`src/verilog/ive_map.svh`:
```
`ifndef IVE_MAP_SVH
`define IVE_MAP_SVH
// number of request sources and level width
`define IVE_NSRC 4
`define IVE_LVLW 2
// vector addresses
`define IVE_VEC_RESET 16'hfffe
`define IVE_VEC_TOP 16'hfffa
// reset values
`define IVE_MASK_RST 1'b0
`define IVE_PEND_RST 1'b0
// length of the unwanted reset pulse, in cycles
`define IVE_RST_CYC 4'h1
`endif

```
`src/verilog/ive_pkg.sv`:
```
package ive_pkg;
    typedef enum logic [1:0] {
        IVE_IDLE = 2'b00,
        IVE_VEC = 2'b01,
        IVE_RST = 2'b10
    } ive_state_t;
    typedef logic [1:0] ive_level_t;
endpackage

```
`src/verilog/ive_slot.sv`:
```
`timescale 1ns/10ps
`include "ive_map.svh"
module ive_slot (
    // clock and reset
    input wire logic clk,
    input wire logic rst_n,
    input wire logic ce,
    // request and software strobes
    input wire logic req,
    input wire logic flag_clr,
    input wire logic mask_wr,
    input wire logic mask_wd,
    // state
    output logic pend_q,
    output logic mask_q,
    output logic clash
);
    // pending flag, a new request wins over a clear
    always_ff @(posedge clk or negedge rst_n) begin
        if (!rst_n) begin
            pend_q <= `IVE_PEND_RST;
        end else if (ce) begin
            if (req) begin
                pend_q <= 1'b1;
            end else if (flag_clr) begin
                pend_q <= 1'b0;
            end
        end
    end

    // per-source enable bit
    always_ff @(posedge clk or negedge rst_n) begin
        if (!rst_n) begin
            mask_q <= `IVE_MASK_RST;
        end else if (ce && mask_wr) begin
            mask_q <= mask_wd;
        end
    end

    // request meets a flag clear in the same cycle; a mask write never counts
    assign clash = req && flag_clr;
endmodule // ive_slot

```
`src/verilog/ive_ctrl.sv`:
```
`timescale 1ns/10ps
`include "ive_map.svh"
// Contract
// - a request taken while the condition-code restore instruction executes yields the reset vector.
// - an active request in the same cycle as a clear of its pending flag may give an unwanted reset.
// - clearing a mask bit, not the pending flag, never gives the unwanted reset.
// - in non-nested operation a flag clear inside any handler gives no unwanted reset.
// - in nested operation a flag clear inside a handler of equal or higher level gives no unwanted reset.
// - a flag clear while that source is disabled gives no unwanted reset.
module ive_ctrl (
    // clock, reset, enable
    input wire logic CORE_CLK,
    input wire logic RST_N,
    input wire logic CLK_EN,
    // request sources and software strobes
    input wire logic [`IVE_NSRC-1:0] IRQ_REQ,
    input wire logic [`IVE_NSRC-1:0] FLAG_CLR,
    input wire logic [`IVE_NSRC-1:0] MASK_WR,
    input wire logic [`IVE_NSRC-1:0] MASK_WDATA,
    input wire logic [2*`IVE_NSRC-1:0] SRC_LEVEL,
    // cpu context
    input wire logic CC_RESTORE_EXEC,
    input wire logic GLOBAL_DIS,
    input wire logic NESTED_MODE,
    input wire logic HANDLER_ACTIVE,
    input wire logic [1:0] HANDLER_LEVEL,
    input wire logic VEC_ACK,
    // vector and reset outputs
    output logic VEC_REQ,
    output logic [15:0] VEC_ADDR,
    output logic UNWANTED_RST,
    output logic [`IVE_NSRC-1:0] PEND_STAT
);
    logic [`IVE_NSRC-1:0] pend;
    logic [`IVE_NSRC-1:0] mask;
    logic [`IVE_NSRC-1:0] clash;
    logic [`IVE_NSRC-1:0] safe;
    logic [`IVE_NSRC-1:0] valid;
    logic win_v;
    logic [1:0] win_idx;
    ive_pkg::ive_level_t win_lvl;
    logic hazard;
    ive_pkg::ive_state_t state_q;
    ive_pkg::ive_state_t state_d;

    // one slot per source
    genvar gi;
    generate
        for (gi = 0; gi < `IVE_NSRC; gi = gi + 1) begin : g_slot
            ive_slot u_slot (
                .clk(CORE_CLK),
                .rst_n(RST_N),
                .ce(CLK_EN),
                .req(IRQ_REQ[gi]),
                .flag_clr(FLAG_CLR[gi]),
                .mask_wr(MASK_WR[gi]),
                .mask_wd(MASK_WDATA[gi]),
                .pend_q(pend[gi]),
                .mask_q(mask[gi]),
                .clash(clash[gi])
            );
        end
    endgenerate

    // safe contexts per source
    always_comb begin
        for (int i = 0; i < `IVE_NSRC; i++) begin
            safe[i] = !mask[i] || GLOBAL_DIS;
            if (HANDLER_ACTIVE && !NESTED_MODE) begin
                safe[i] = 1'b1;
            end
            if (HANDLER_ACTIVE && NESTED_MODE && HANDLER_LEVEL >= SRC_LEVEL[2*i +: 2]) begin
                safe[i] = 1'b1;
            end
        end
    end

    // a clash outside every safe context
    assign hazard = |(clash & ~safe);

    // highest level wins, lower index breaks ties
    always_comb begin
        valid = pend & mask & {`IVE_NSRC{!GLOBAL_DIS}};
        win_v = 1'b0;
        win_idx = 2'h0;
        win_lvl = 2'h0;
        for (int i = 0; i < `IVE_NSRC; i++) begin
            if (valid[i] && (!win_v || SRC_LEVEL[2*i +: 2] > win_lvl)) begin
                win_v = 1'b1;
                win_idx = i[1:0];
                win_lvl = SRC_LEVEL[2*i +: 2];
            end
        end
    end

    // sequencer: idle, vector offered, reset pulse
    always_comb begin
        state_d = state_q;
        case (state_q)
            ive_pkg::IVE_IDLE: begin
                if (hazard) begin
                    state_d = ive_pkg::IVE_RST;
                end else if (win_v) begin
                    state_d = ive_pkg::IVE_VEC;
                end
            end
            ive_pkg::IVE_VEC: begin
                if (hazard) begin
                    state_d = ive_pkg::IVE_RST;
                end else if (VEC_ACK) begin
                    state_d = ive_pkg::IVE_IDLE;
                end
            end
            ive_pkg::IVE_RST: begin
                state_d = ive_pkg::IVE_IDLE;
            end
            default: begin
                state_d = ive_pkg::IVE_IDLE;
            end
        endcase
    end

    always_ff @(posedge CORE_CLK or negedge RST_N) begin
        if (!RST_N) begin
            state_q <= ive_pkg::IVE_IDLE;
        end else if (CLK_EN) begin
            state_q <= state_d;
        end
    end

    // vector offer, latched when a request is taken
    always_ff @(posedge CORE_CLK or negedge RST_N) begin
        if (!RST_N) begin
            VEC_REQ <= 1'b0;
            VEC_ADDR <= `IVE_VEC_RESET;
        end else if (CLK_EN) begin
            VEC_REQ <= (state_d == ive_pkg::IVE_VEC);
            if (state_q == ive_pkg::IVE_IDLE && state_d == ive_pkg::IVE_VEC) begin
                if (CC_RESTORE_EXEC) begin
                    VEC_ADDR <= `IVE_VEC_RESET;
                end else begin
                    VEC_ADDR <= `IVE_VEC_TOP - {13'h0, win_idx, 1'b0};
                end
            end
        end
    end

    // unwanted reset pulse and pending status
    always_ff @(posedge CORE_CLK or negedge RST_N) begin
        if (!RST_N) begin
            UNWANTED_RST <= 1'b0;
            PEND_STAT <= '0;
        end else if (CLK_EN) begin
            UNWANTED_RST <= (state_d == ive_pkg::IVE_RST);
            PEND_STAT <= pend;
        end
    end

    // checks
    property p_restore_vec;
        @(posedge CORE_CLK) disable iff (!RST_N)
        (CLK_EN && state_q == ive_pkg::IVE_IDLE && !hazard && win_v && CC_RESTORE_EXEC)
            |=> (VEC_REQ && VEC_ADDR == 16'hfffe);
    endproperty
    a_restore_vec: assert property (p_restore_vec) else $error("restore without reset vector");

    property p_clash_rst;
        @(posedge CORE_CLK) disable iff (!RST_N)
        (CLK_EN && hazard && state_q != ive_pkg::IVE_RST) |=> UNWANTED_RST ##1 (!UNWANTED_RST || !$past(CLK_EN));
    endproperty
    a_clash_rst: assert property (p_clash_rst) else $error("unsafe clash gave no single reset pulse");

    property p_mask_clr;
        @(posedge CORE_CLK) disable iff (!RST_N)
        (CLK_EN && |MASK_WR && FLAG_CLR == '0) |=> !UNWANTED_RST;
    endproperty
    a_mask_clr: assert property (p_mask_clr) else $error("mask clear gave reset");

    property p_flat_handler;
        @(posedge CORE_CLK) disable iff (!RST_N)
        (CLK_EN && HANDLER_ACTIVE && !NESTED_MODE) |=> !UNWANTED_RST;
    endproperty
    a_flat_handler: assert property (p_flat_handler) else $error("reset inside flat handler");

    property p_nested_handler;
        @(posedge CORE_CLK) disable iff (!RST_N)
        (CLK_EN && HANDLER_ACTIVE && NESTED_MODE && HANDLER_LEVEL == 2'h3) |=> !UNWANTED_RST;
    endproperty
    a_nested_handler: assert property (p_nested_handler) else $error("reset inside top-level handler");

    property p_disabled;
        @(posedge CORE_CLK) disable iff (!RST_N)
        (CLK_EN && (clash & mask) == '0) |=> !UNWANTED_RST;
    endproperty
    a_disabled: assert property (p_disabled) else $error("reset from disabled source");

    property p_vec_hold;
        @(posedge CORE_CLK) disable iff (!RST_N)
        (VEC_REQ && !VEC_ACK && !hazard) |=> (VEC_REQ && $stable(VEC_ADDR)) or !$past(CLK_EN);
    endproperty
    a_vec_hold: assert property (p_vec_hold) else $error("vector dropped before ack");

    c_restore: cover property (@(posedge CORE_CLK) disable iff (!RST_N) VEC_REQ && VEC_ADDR == 16'hfffe);
    c_rst: cover property (@(posedge CORE_CLK) disable iff (!RST_N) UNWANTED_RST);
    c_vec: cover property (@(posedge CORE_CLK) disable iff (!RST_N) VEC_REQ ##1 VEC_ACK);
endmodule // ive_ctrl

```
`config.mk`:
```
export PLATFORM = sky130hd
export DESIGN_NAME = ive_ctrl
export DESIGN_NICKNAME = d
export VERILOG_FILES = /design/src/verilog/ive_pkg.sv /design/src/verilog/ive_slot.sv /design/src/verilog/ive_ctrl.sv
export VERILOG_INCLUDE_DIRS = /design/src /design/src/verilog
export SDC_FILE = /design/constraint.sdc
export NUM_CORES = 1
export LEC_CHECK = 0
export ABC_AREA = 1
export BUFFER_PORTS_ARGS = -buffer_cell sky130_fd_sc_hd__buf_4
export CAP_MARGIN = 0
export CORE_MARGIN = 2
export CORE_UTILIZATION = 30
export CTS_BUF_LIST = sky130_fd_sc_hd__clkbuf_16
export CTS_CLUSTER_SIZE = 20
export DETAILED_ROUTE_END_ITERATION = 10
export GPL_TIMING_DRIVEN = 0
export MAX_ROUTING_LAYER = met4
export PLACE_DENSITY_LB_ADDON = 0.08
export SLEW_MARGIN = 20
export SYNTH_ARGS = -nofsm -noshare
export SYNTH_HDL_FRONTEND = slang
export SYNTH_HIERARCHICAL = 1
export SYNTH_SLANG_ARGS = --single-unit
```
`constraint.sdc`:
```
create_clock -name CORE_CLK -period 4.4 [get_ports CORE_CLK]
set_input_delay 0.22 -clock CORE_CLK [delete_from_list [all_inputs] [get_ports CORE_CLK]]
set_output_delay 0.22 -clock CORE_CLK [all_outputs]
set_load 0.01 [all_outputs]
```
Word-level counts from Yosys, hierarchy flattened:

Cells that the tools add are included.

* output and inout bits: 22
* register bits after elaboration: 32

* bitwise operators: 4
* muxes and demuxes: 32
* magnitude comparators: 7
* equal/unequal tests: 3
* reduce and logical (&&, ||, !) cells: 45
* add/sub/neg operators: 1

Operator list (number)
* $mux W1: 21
* $logic_and A1 B1 Y1: 18
* $mux W2: 9
* $mux W16: 1
* $and A4 B4 Y4: 3
* $reduce_and A2 Y1: 5
* $logic_not A1 Y1: 9
* $ge A2 B2 Y1: 4
* $reduce_bool A2 Y1: 4
* $logic_or A1 B1 Y1: 7
* $gt A2 B2 Y1: 3
* $sub A4 B4 Y5 const A: 1
* $eq A2 B1 Y1 const B: 2
* $not A4 Y4: 1
* $pmux W2 S2: 1
* $reduce_or A4 Y1: 1
* $eq A2 B2 Y1 const B: 1
* $logic_not A2 Y1: 1

Logic depth before layout (Yosys ltp):

Gate-level depths: netlist (run 1).

* depth after elaboration: 21
* gate-level depth with buffers: 28
* mapped depth without buffers: 28

Modules after synthesis:

The synthesis (run 1) kept the hierarchy.

By module, submodules not included
* ive_ctrl: cells an instance 175, times used 1, sequential area each 279.0 µm², area an instance 1163.6 µm²
* ive_slot: cells an instance 12, times used 4, sequential area each 50.0 µm², area an instance 88.8 µm²

Worst setup path after synthesis (run 1):

OpenSTA, ideal clock, no wires.

* path kind: register to register
* from: register g_slot[0].u_slot.mask_q
* to: register VEC_ADDR[1]
* data arrival time: 2.990 ns
* stages on the path, launching flop included: 28
* path slack: 1.335 ns
* required time: 4.325 ns
* buffers on the path: 0
* path through: dfrtp_1 -> nand3_2 -> inv_2 -> nand2_1 -> ha_1 -> inv_1 -> nor2_1 -> o21ai_0 -> a21oi_2 -> inv_2 -> nand2_1 -> o21ai_2 -> ha_1 -> nand2_1 -> inv_1 -> o21ai_1 -> nand3_2 -> nand2_1 -> o21ai_1 -> ha_1 -> inv_1 -> nor2_1 -> o21ai_0 -> a21o_1 -> nand2_1 -> nand2_1 -> nand2_1 -> nand2_1

* word-level cells in the longest chain between the ends: 21
* elaborated cells on any way between the ends: 40

RTL lines
* start, declared: line ive_slot.sv:15 `output logic mask_q,`
* start signal, assigned: line ive_slot.sv:34 `` mask_q <= `IVE_MASK_RST; ``
* start signal, assigned: line ive_slot.sv:36 `mask_q <= mask_wd;`
* $and A4 B4 Y4 (2 in series): line ive_ctrl.sv:83 `` valid = pend & mask & {`IVE_NSRC{!GLOBAL_DIS}}; ``
* $mux W2 / $mux W1 (equally long branches): line ive_ctrl.sv:88 `if (valid[i] && (!win_v || SRC_LEVEL[2*i +: 2] > win_lvl)) begin`
* $gt A2 B2 Y1 / $logic_not A1 Y1 (equally long branches): line ive_ctrl.sv:88
* $logic_or A1 B1 Y1: line ive_ctrl.sv:88
* $logic_and A1 B1 Y1: line ive_ctrl.sv:88
* $mux W2 / $mux W1 (equally long branches): line ive_ctrl.sv:88
* $gt A2 B2 Y1 / $logic_not A1 Y1 (equally long branches): line ive_ctrl.sv:88
* $logic_or A1 B1 Y1: line ive_ctrl.sv:88
* [4 not listed]
* $logic_and A1 B1 Y1: line ive_ctrl.sv:88
* $mux W1: line ive_ctrl.sv:88
* $mux W2: line ive_ctrl.sv:103 `end else if (win_v) begin`
* $mux W2: line ive_ctrl.sv:101 `if (hazard) begin`
* $pmux W2 S2: line ive_ctrl.sv:99 `case (state_q)`
* $eq A2 B1 Y1: line ive_ctrl.sv:138 `if (state_q == ive_pkg::IVE_IDLE && state_d == ive_pkg::IVE_VEC) begin`
* $logic_and A1 B1 Y1: line ive_ctrl.sv:138
* $reduce_and A2 Y1 (no line)
* end signal, assigned: line ive_ctrl.sv:135 `` VEC_ADDR <= `IVE_VEC_RESET; ``
* end signal, assigned: line ive_ctrl.sv:140 `` VEC_ADDR <= `IVE_VEC_RESET; ``
* end signal, assigned: line ive_ctrl.sv:142 `` VEC_ADDR <= `IVE_VEC_TOP - {13'h0, win_idx, 1'b0}; ``
* end, declared: line ive_ctrl.sv:30 `output logic [15:0] VEC_ADDR,`

Parallel ways exist; a longest one is shown, timed or not.
A chain may end at the register's enable or synchronous reset.

Final worst setup path (run 1):

Ends and elaborated chain as after synthesis.

==> results.yml, run 1 <==
timing:
  rsz0062_at_grt: "no"
  skew_ns: 0.000785
  holdWs_ns: 0.178
  drv_slew: 0
  fmax_mhz: 290
  final-setup-viol-count: 0
  finalCritPeriodShare_pct: 78.4
  setup_tns_ns: 0
  hold_viol: 0
  setup_slack_ns: 0.949
  min_period_ns: 3.45
power_and_ir_drop:
  combPwrFrac_pct: 32.4
  powerDensity_nw_per_um2: 307
  p_leak_nw: 1.21
  pwr-share-seq_pct: 38.7
  p_int_uw: 438
  p_sw_share_pct: 30.3
  p_switching_uw: 190
  ir_drop_mv: 0.141
  p_clk_share_pct: 28.9
route:
  vias: 1408
  drcViolationCount: 0
  wl_per_cell_um: 9.30
  routed_wl_um: 3240
  ant_nets: 0
  dr.pass1.iters: 4
  vias_per_cell: 4.05
  drt_iter0_drc: 44
clocking:
  clkSlewWorstSetupHoldPaths_ns: 0.05
  post_cts_buffers: 0
  numCtsBuffers: 3
  root_buffer: "clkbuf_16"
  cts_sinks: 19
  cts-htree-levels: 1
  clockBufferDepth: 2
  cts_tree: "done"
  clk_latency_ns: 0.25
placed_design:
  dp_hpwl_um: 2740
  placed_cells: 343
  routabilityCongestion: 0.811
  pre_cts_slack_ns: 0.850
  io_buffers: 42
grt:
  grt_start_max_net_pins: 23
  antenna_found_initial: 0
  grt_pass1_vias: 1242
  grt_overflow: 0
  grt_usage_pct: 12.9
  grt_first_pass_wirelength_um: 5410
job:
  drv_cap: 0
final_layout:
  syn2layout_area_growth_pct: 34.8
  final_cell_mix: "94 x nand2_1, 55 x buf_4, 30 x inv_1, 16 x dfrtp_1"
  layout-drive-gt1-share_pct: 27.0
  finalNonFillerCells: 348
  antenna_cells: 0
  layout_commonest_cell: "nand2_1"
  n_fill_cell: 524
  fin_nets: 330
worst_setup_path:
  path_buf_inv: 5
  path_class: "reg -> reg"
  startpoint: "g_slot[0].u_slot/mask_q"
  regToRegStartpoint: "g_slot[0].u_slot/mask_q"
  critPathMaxStageDelay_ns: 0.38
  worstReg2RegEnd: "VEC_ADDR[1]"
  cp_max_fo: 7
  end_kind: "flop"
  rrSetupSlack_ns: 0.95
  start_kind: "flop"
  r2r_cells: 27
  critPathTopFamily: "simple AND/OR/NAND/NOR gates"
  arrival_ns: 3.64
  worstPathRequired_ns: 4.59
  path_common_cell: "nand2_1"
  crit_slowest_cell: "dfrtp_1"
floorplanning:
  io_pins: 56
  rows: 25
  die_y_um: 75.2
  chipWidth_um: 75.2
  die-area_um2: 5650
  initial_core_util_pct: 31.5
  core_area_um2: 4820
min_path:
  min_to: "g_slot[2].u_slot/pend_q"
  hp-class: "in -> reg"
  hp-start: "IRQ_REQ[2]"
  hold_depth: 3
synthesis:
  synth_cell_types: 23
  synth.area.top_cells: "dfrtp_1 26%, nand2_1 23%, ha_1 12%"
  synth_seq_area_share_pct: 31.5
  yosys_warnings: 6
  synth-seq-cells: 19
  syn_inst: 223
  yosys.area.top_type: "dfrtp_1"
  yosysTopAreaCellShare_pct: 26.4
  avgSynthCellArea_um2: 6.81
  synth_area_um2: 1520
run_status:
  status: "finished clean"
==> metrics by stage <==
step                util, %  instance area, um2  total power [mW]
global placement       40.7                1960             0.450
finish                 42.5                2050             0.628
CTS                    42.5                2050             0.638
floorplan                 -                1560             0.363
global route           42.5                2050             0.684
detailed placement     40.7                1960             0.452
==> registers in the layout, summed over array words and instances (netlist names) <==
signal / flops
PEND_STAT: 4
g_slot.u_slot/mask_q: 4
g_slot.u_slot/pend_q: 4
VEC_ADDR: 3
state_q: 2
UNWANTED_RST: 1
VEC_REQ: 1
==> synth_stat cells (all sizes together) <==
cell     n
or2      1
a21oi    2
nand3   18
dfrtp   16
nand3b   1
nor2    13
conb     2
nand4    2
o21ai    9
a21o     1
nand2   95
inv     33
ha      14
buf     13
dfstp    3
==> per-layer routing <==
| layer | GRT usage [%] | up-vias | part of all wire (%) | wire length (um) |
|---|---|---|---|---|
| li1 | - | 784 | - | - |
| met1 | 16.7 | 587 | 48 | 1550 |
| met2 | 20.5 | 35 | 46 | 1480 |
| met3 | 3.35 | 2 | 6.0 | 193 |
| met4 | 2.34 | 0 | 0.40 | 13 |
| met5 | - | - | 0 | 0 |
==> worst max-delay path by stage <==
stage / slack (ns) / cells after the start / end
final: 0.95 / 27 / VEC_ADDR[1]
after global placement: 0.86 / 29 / VEC_ADDR[3]
after CTS: 0.92 / 27 / VEC_ADDR[1]
after floorplan: 1.33 / 27 / VEC_ADDR[1]
after global routing: 0.63 / 27 / VEC_ADDR[1]
after detailed placement: 0.85 / 29 / VEC_ADDR[1]
==> cells by family (layout without fill, tap and decap cells) <==
kind of cell               count (synthesis)  in the layout  share of synthesized area (%)
AOI/OAI and AO/OA                         12             12                           4.86
adders and majority gates                 14             14                           11.5
buffers and inverters                     46             93                           14.6
and+or+nand+nor                          130            130                           37.0
DFF                                       19             19                           31.5
other                                      2             13                          0.494
==> timing repair <==
item                      4_1_cts  5_1_grt
resized for setup               0        0
hold endpoints to repair       16        0
hold buffers                    1        0
==> cell type report <==
class / instances / area, um2 / share of cell area, %
multi-input cells: 169 / 860 / 42.0
flip-flops and latches: 19 / 479 / 23.4
clock buffers: 3 / 75.1 / 3.67
well taps: 67 / 83.8 / 4.09
inverters: 33 / 124 / 6.05
clock inverters: 1 / 3.75 / 0.183
plain buffers: 13 / 97.6 / 4.76
repair buffers: 43 / 325 / 15.9
==> power by group through the flow <==
stage          clock [mW]  combinational [mW]  sequential, mW
3_5_place_dp            0               0.205           0.246
4_1_cts             0.188               0.207           0.244
3_3_place_gp            0               0.204           0.246
2_1_floorplan           0               0.109           0.254
5_1_grt             0.197               0.237           0.249
6_report            0.182               0.204           0.243
==> worst reg2reg max path, cell delays in order (launching register included) <==
cell and delay (ns):
dfrtp_1 0.38, nand3_2 0.16, inv_2 0.10, nand2_1 0.07, ha_1 0.29, inv_1 0.04, nor2_1 0.07, o21ai_0 0.10
a21oi_2 0.18, inv_2 0.08, nand2_1 0.08, o21ai_2 0.07, ha_1 0.29, nand2_1 0.07, inv_1 0.04, o21ai_1 0.15
nand3_2 0.16, nand2_1 0.10, o21ai_1 0.06, ha_1 0.29, inv_1 0.06, nor2_1 0.03, o21ai_0 0.17, a21o_1 0.18
nand2_1 0.06, nand2_1 0.05, nand2_1 0.05, nand2_1 0.05
No activity file was read; power rests on OpenSTA's default activity.
==> inputs of run 2 (changes only) <==
- ABC_AREA: 1 -> 0
- clock period: 4.4 -> 2.89 ns (I/O delays scaled with it)
==> run 2 against run 1 <==
Against the previous run: the flow now finishes with violations (negative setup slack); total power is 64% higher; area after synthesis is 3.5% lower; fmax is 12% lower; core utilization is 3.7 points higher; clock power is 54% higher; sequential cell count stayed put; final cell count is 18% lower; sequential power is 53% higher; via count is 11% lower; largest cell class unchanged; highest routed layer unchanged.
==> results.yml, run 2 <==
floorplanning:
  die-area_um2: 5460
  chipWidth_um: 73.9
  core_area_um2: 4720
  io_pins: 56
  die_y_um: 73.9
  initial_core_util_pct: 31.0
  rows: 25
synthesis:
  async_reset_ff_share_pct: 100
  synth_seq_area_share_pct: 32.7
  avgSynthCellArea_um2: 9.78
  synth-seq-cells: 19
  synthFlopType: "dfrtp_1"
  synth_area_um2: 1470
  synth_common_cells: "16 x dfrtp_1, 14 x ha_1, 13 x buf_4, 13 x inv_1, 12 x nand2_1"
  yosys_warnings: 6
  syn_inst: 150
  synth_most_common_cell: "dfrtp_1"
  yosysTopAreaCellShare_pct: 27.3
  synth_edf_count: 0
  synth.area.top_cells: "dfrtp_1 27%, ha_1 12%, mux2_2 8.4%"
  yosys.area.top_type: "dfrtp_1"
  synth_cell_types: 34
worst_setup_path:
  path_buf_inv: 0
  crit_slowest_cell: "dfrtp_2"
  start_kind: "flop"
  path_cells: "nand4_1, ha_1, nor2b_1, o21ai_1, a31oi_2, mux2_4, ha_4, nor2b_4, a2bb2oi_2, o2111ai_2, mux2_4, ha_4, nor2b_4, o21ai_4, a21oi_2, or3_1, mux2_4"
  worstReg2RegEnd: "VEC_ADDR[2]"
  path_class: "reg -> reg"
  worstPathRequired_ns: 3.06
  cp_max_fo: 3
  critPathTopFamily: "multiplexers"
  critPathMaxStageDelay_ns: 0.37
  end_kind: "flop"
  rrSetupSlack_ns: -1.04
  r2r_cells: 17
  path_common_cell: "mux2_4"
  arrival_ns: 4.11
  regToRegStartpoint: "g_slot[0].u_slot/pend_q"
placed_design:
  routabilityCongestion: 0.756
  pre_cts_slack_ns: -1.33
  dp_hpwl_um: 2720
  placed_cells: 270
  io_buffers: 42
  place_area_um2: 1970
power_and_ir_drop:
  powerDensity_nw_per_um2: 473
  p_leak_nw: 1.07
  p_clk_share_pct: 27.2
  finalPower_mw: 1.03
  p_sw_share_pct: 28.8
  pwr-share-seq_pct: 36.2
  p_switching_uw: 297
  combPwrFrac_pct: 36.6
  p_int_uw: 735
  ir_drop_mv: 0.341
clocking:
  clockBufferDepth: 2
  root_buffer: "clkbuf_16"
  clk_latency_ns: 0.25
  cts_tree: "done"
  cts-htree-levels: 1
  cts_sinks: 19
  clkSlewWorstSetupHoldPaths_ns: 0.06
  numCtsBuffers: 3
timing:
  setup_slack_ns: -1.04
  min_period_ns: 3.93
  setup_tns_ns: -2.92
  rsz0062_at_grt: "yes"
  final-setup-viol-count: 3
  fmax_mhz: 254
  hold_viol: 0
  finalCritPeriodShare_pct: 136
  drv_slew: 0
  holdWs_ns: 0.123
  skew_ns: 0.00333
min_path:
  hp-class: "in -> reg"
  hp-start: "MASK_WDATA[0]"
  min_to: "g_slot[0].u_slot/mask_q"
  hold_depth: 2
final_layout:
  fin_nets: 269
  reg_top3: "PEND_STAT (4), g_slot.u_slot/mask_q (4), g_slot.u_slot/pend_q (4)"
  layout_commonest_cell: "buf_4"
  syn2layout_area_growth_pct: 48.9
  antenna_cells: 0
  layout-drive-gt1-share_pct: 47.7
  finalNonFillerCells: 287
  final_cell_mix: "67 x buf_4, 14 x dfrtp_1, 14 x inv_1, 13 x conb_1"
  postLayoutCellArea_um2: 2180
  fin_util_pct: 46.2
  n_fill_cell: 458
route:
  routed_wl_um: 3460
  drcViolationCount: 0
  dr.pass1.iters: 4
  wl_per_cell_um: 12.1
  drt_iter0_drc: 19
  ant_nets: 0
  vias_per_cell: 4.38
  vias: 1256
grt:
  grt_first_pass_wirelength_um: 5820
  grt_start_max_net_pins: 20
  grt_pass1_vias: 1285
  grt_overflow: 0
  grt_usage_pct: 14.0
  antenna_found_initial: 0
run_status:
  violations: "negative setup slack"
  status: "finished with violations"
job:
  drv_cap: 0
-- run 2: changes by cell type after synthesis, moves of 11 or more --
cell | previous run | this run
mux2_2 | 0 | 11
inv_1 | 29 | 13
nand2_1 | 94 | 12
nand3_1 | 14 | 2
-- run 2: cell type report --
cell class	count	area [um2]	share of cell area, %
tap	67	83.8	3.84
buffer	14	101	4.64
clock buffer	3	75.1	3.44
multi-input combinational	115	973	44.6
clock inverter	1	3.75	0.172
timing repair buffer	55	415	19.0
inverter	13	48.8	2.23
sequential	19	482	22.1
-- run 2: worst max-delay path by stage --
stage	start	to	slack, ns	depth (start not counted)
5_1_grt	g_slot[0].u_slot/pend_q	VEC_ADDR[1]	-1.23	17
4_1_cts	g_slot[0].u_slot/mask_q	VEC_ADDR[1]	-1.17	17
3_5_place_dp	GLOBAL_DIS	VEC_ADDR[1]	-1.33	19
2_1_floorplan	g_slot[0].u_slot/pend_q	VEC_ADDR[1]	-0.90	17
6_report	g_slot[0].u_slot/pend_q	VEC_ADDR[2]	-1.04	17
3_3_place_gp	GLOBAL_DIS	VEC_ADDR[1]	-1.27	19
-- run 2: per-layer routing --
metal | up-vias | wire length [um] | track usage (%)
met2 | 39 | 1560 | 22.7
met5 | - | 0 | -
met4 | 0 | 14 | 3.03
met1 | 560 | 1720 | 19.0
met3 | 2 | 172 | 1.37
li1 | 655 | - | -
-- run 2: cell families (layout without fill, tap and decap cells) --
logic type,after synthesis,in the layout,share of synthesized area (%)
simple gates,46,46,18.3
compound gates,27,27,13.8
buf+inv,27,86,10.2
flops,19,19,32.7
mux,15,15,12.5
fa+ha+maj,14,14,11.9
other cells,2,13,0.512
-- run 2: worst register-to-register path, delay by kind of cell (launching register included) --
family	cells	cell delay, ns
muxes	3	0.97
AOI/OAI and AO/OA	6	0.91
and+or+nand+nor	5	0.82
DFF	1	0.37
adders and majority gates	3	0.78
-- run 2: what timing repair did --
| action | in CTS | in global routing |
|---|---|---|
| hold endpoints to repair | 16 | 0 |
| buffers inserted | 11 | 2 |
| resized for setup | 7 | 3 |
| setup endpoints to repair | 3 | 3 |
| pin swaps | 9 | 4 |
| hold buffers | 1 | 0 |
-- run 2: power groups by stage --
| stage | Sequential (mW) | Combinational, mW | Clock [mW] |
|---|---|---|---|
| 3_5_place_dp | 0.380 | 0.335 | 0 |
| 6_report | 0.373 | 0.378 | 0.281 |
| 4_1_cts | 0.373 | 0.367 | 0.286 |
| 5_1_grt | 0.383 | 0.418 | 0.297 |
| 3_3_place_gp | 0.379 | 0.328 | 0 |
| 2_1_floorplan | 0.388 | 0.185 | 0 |
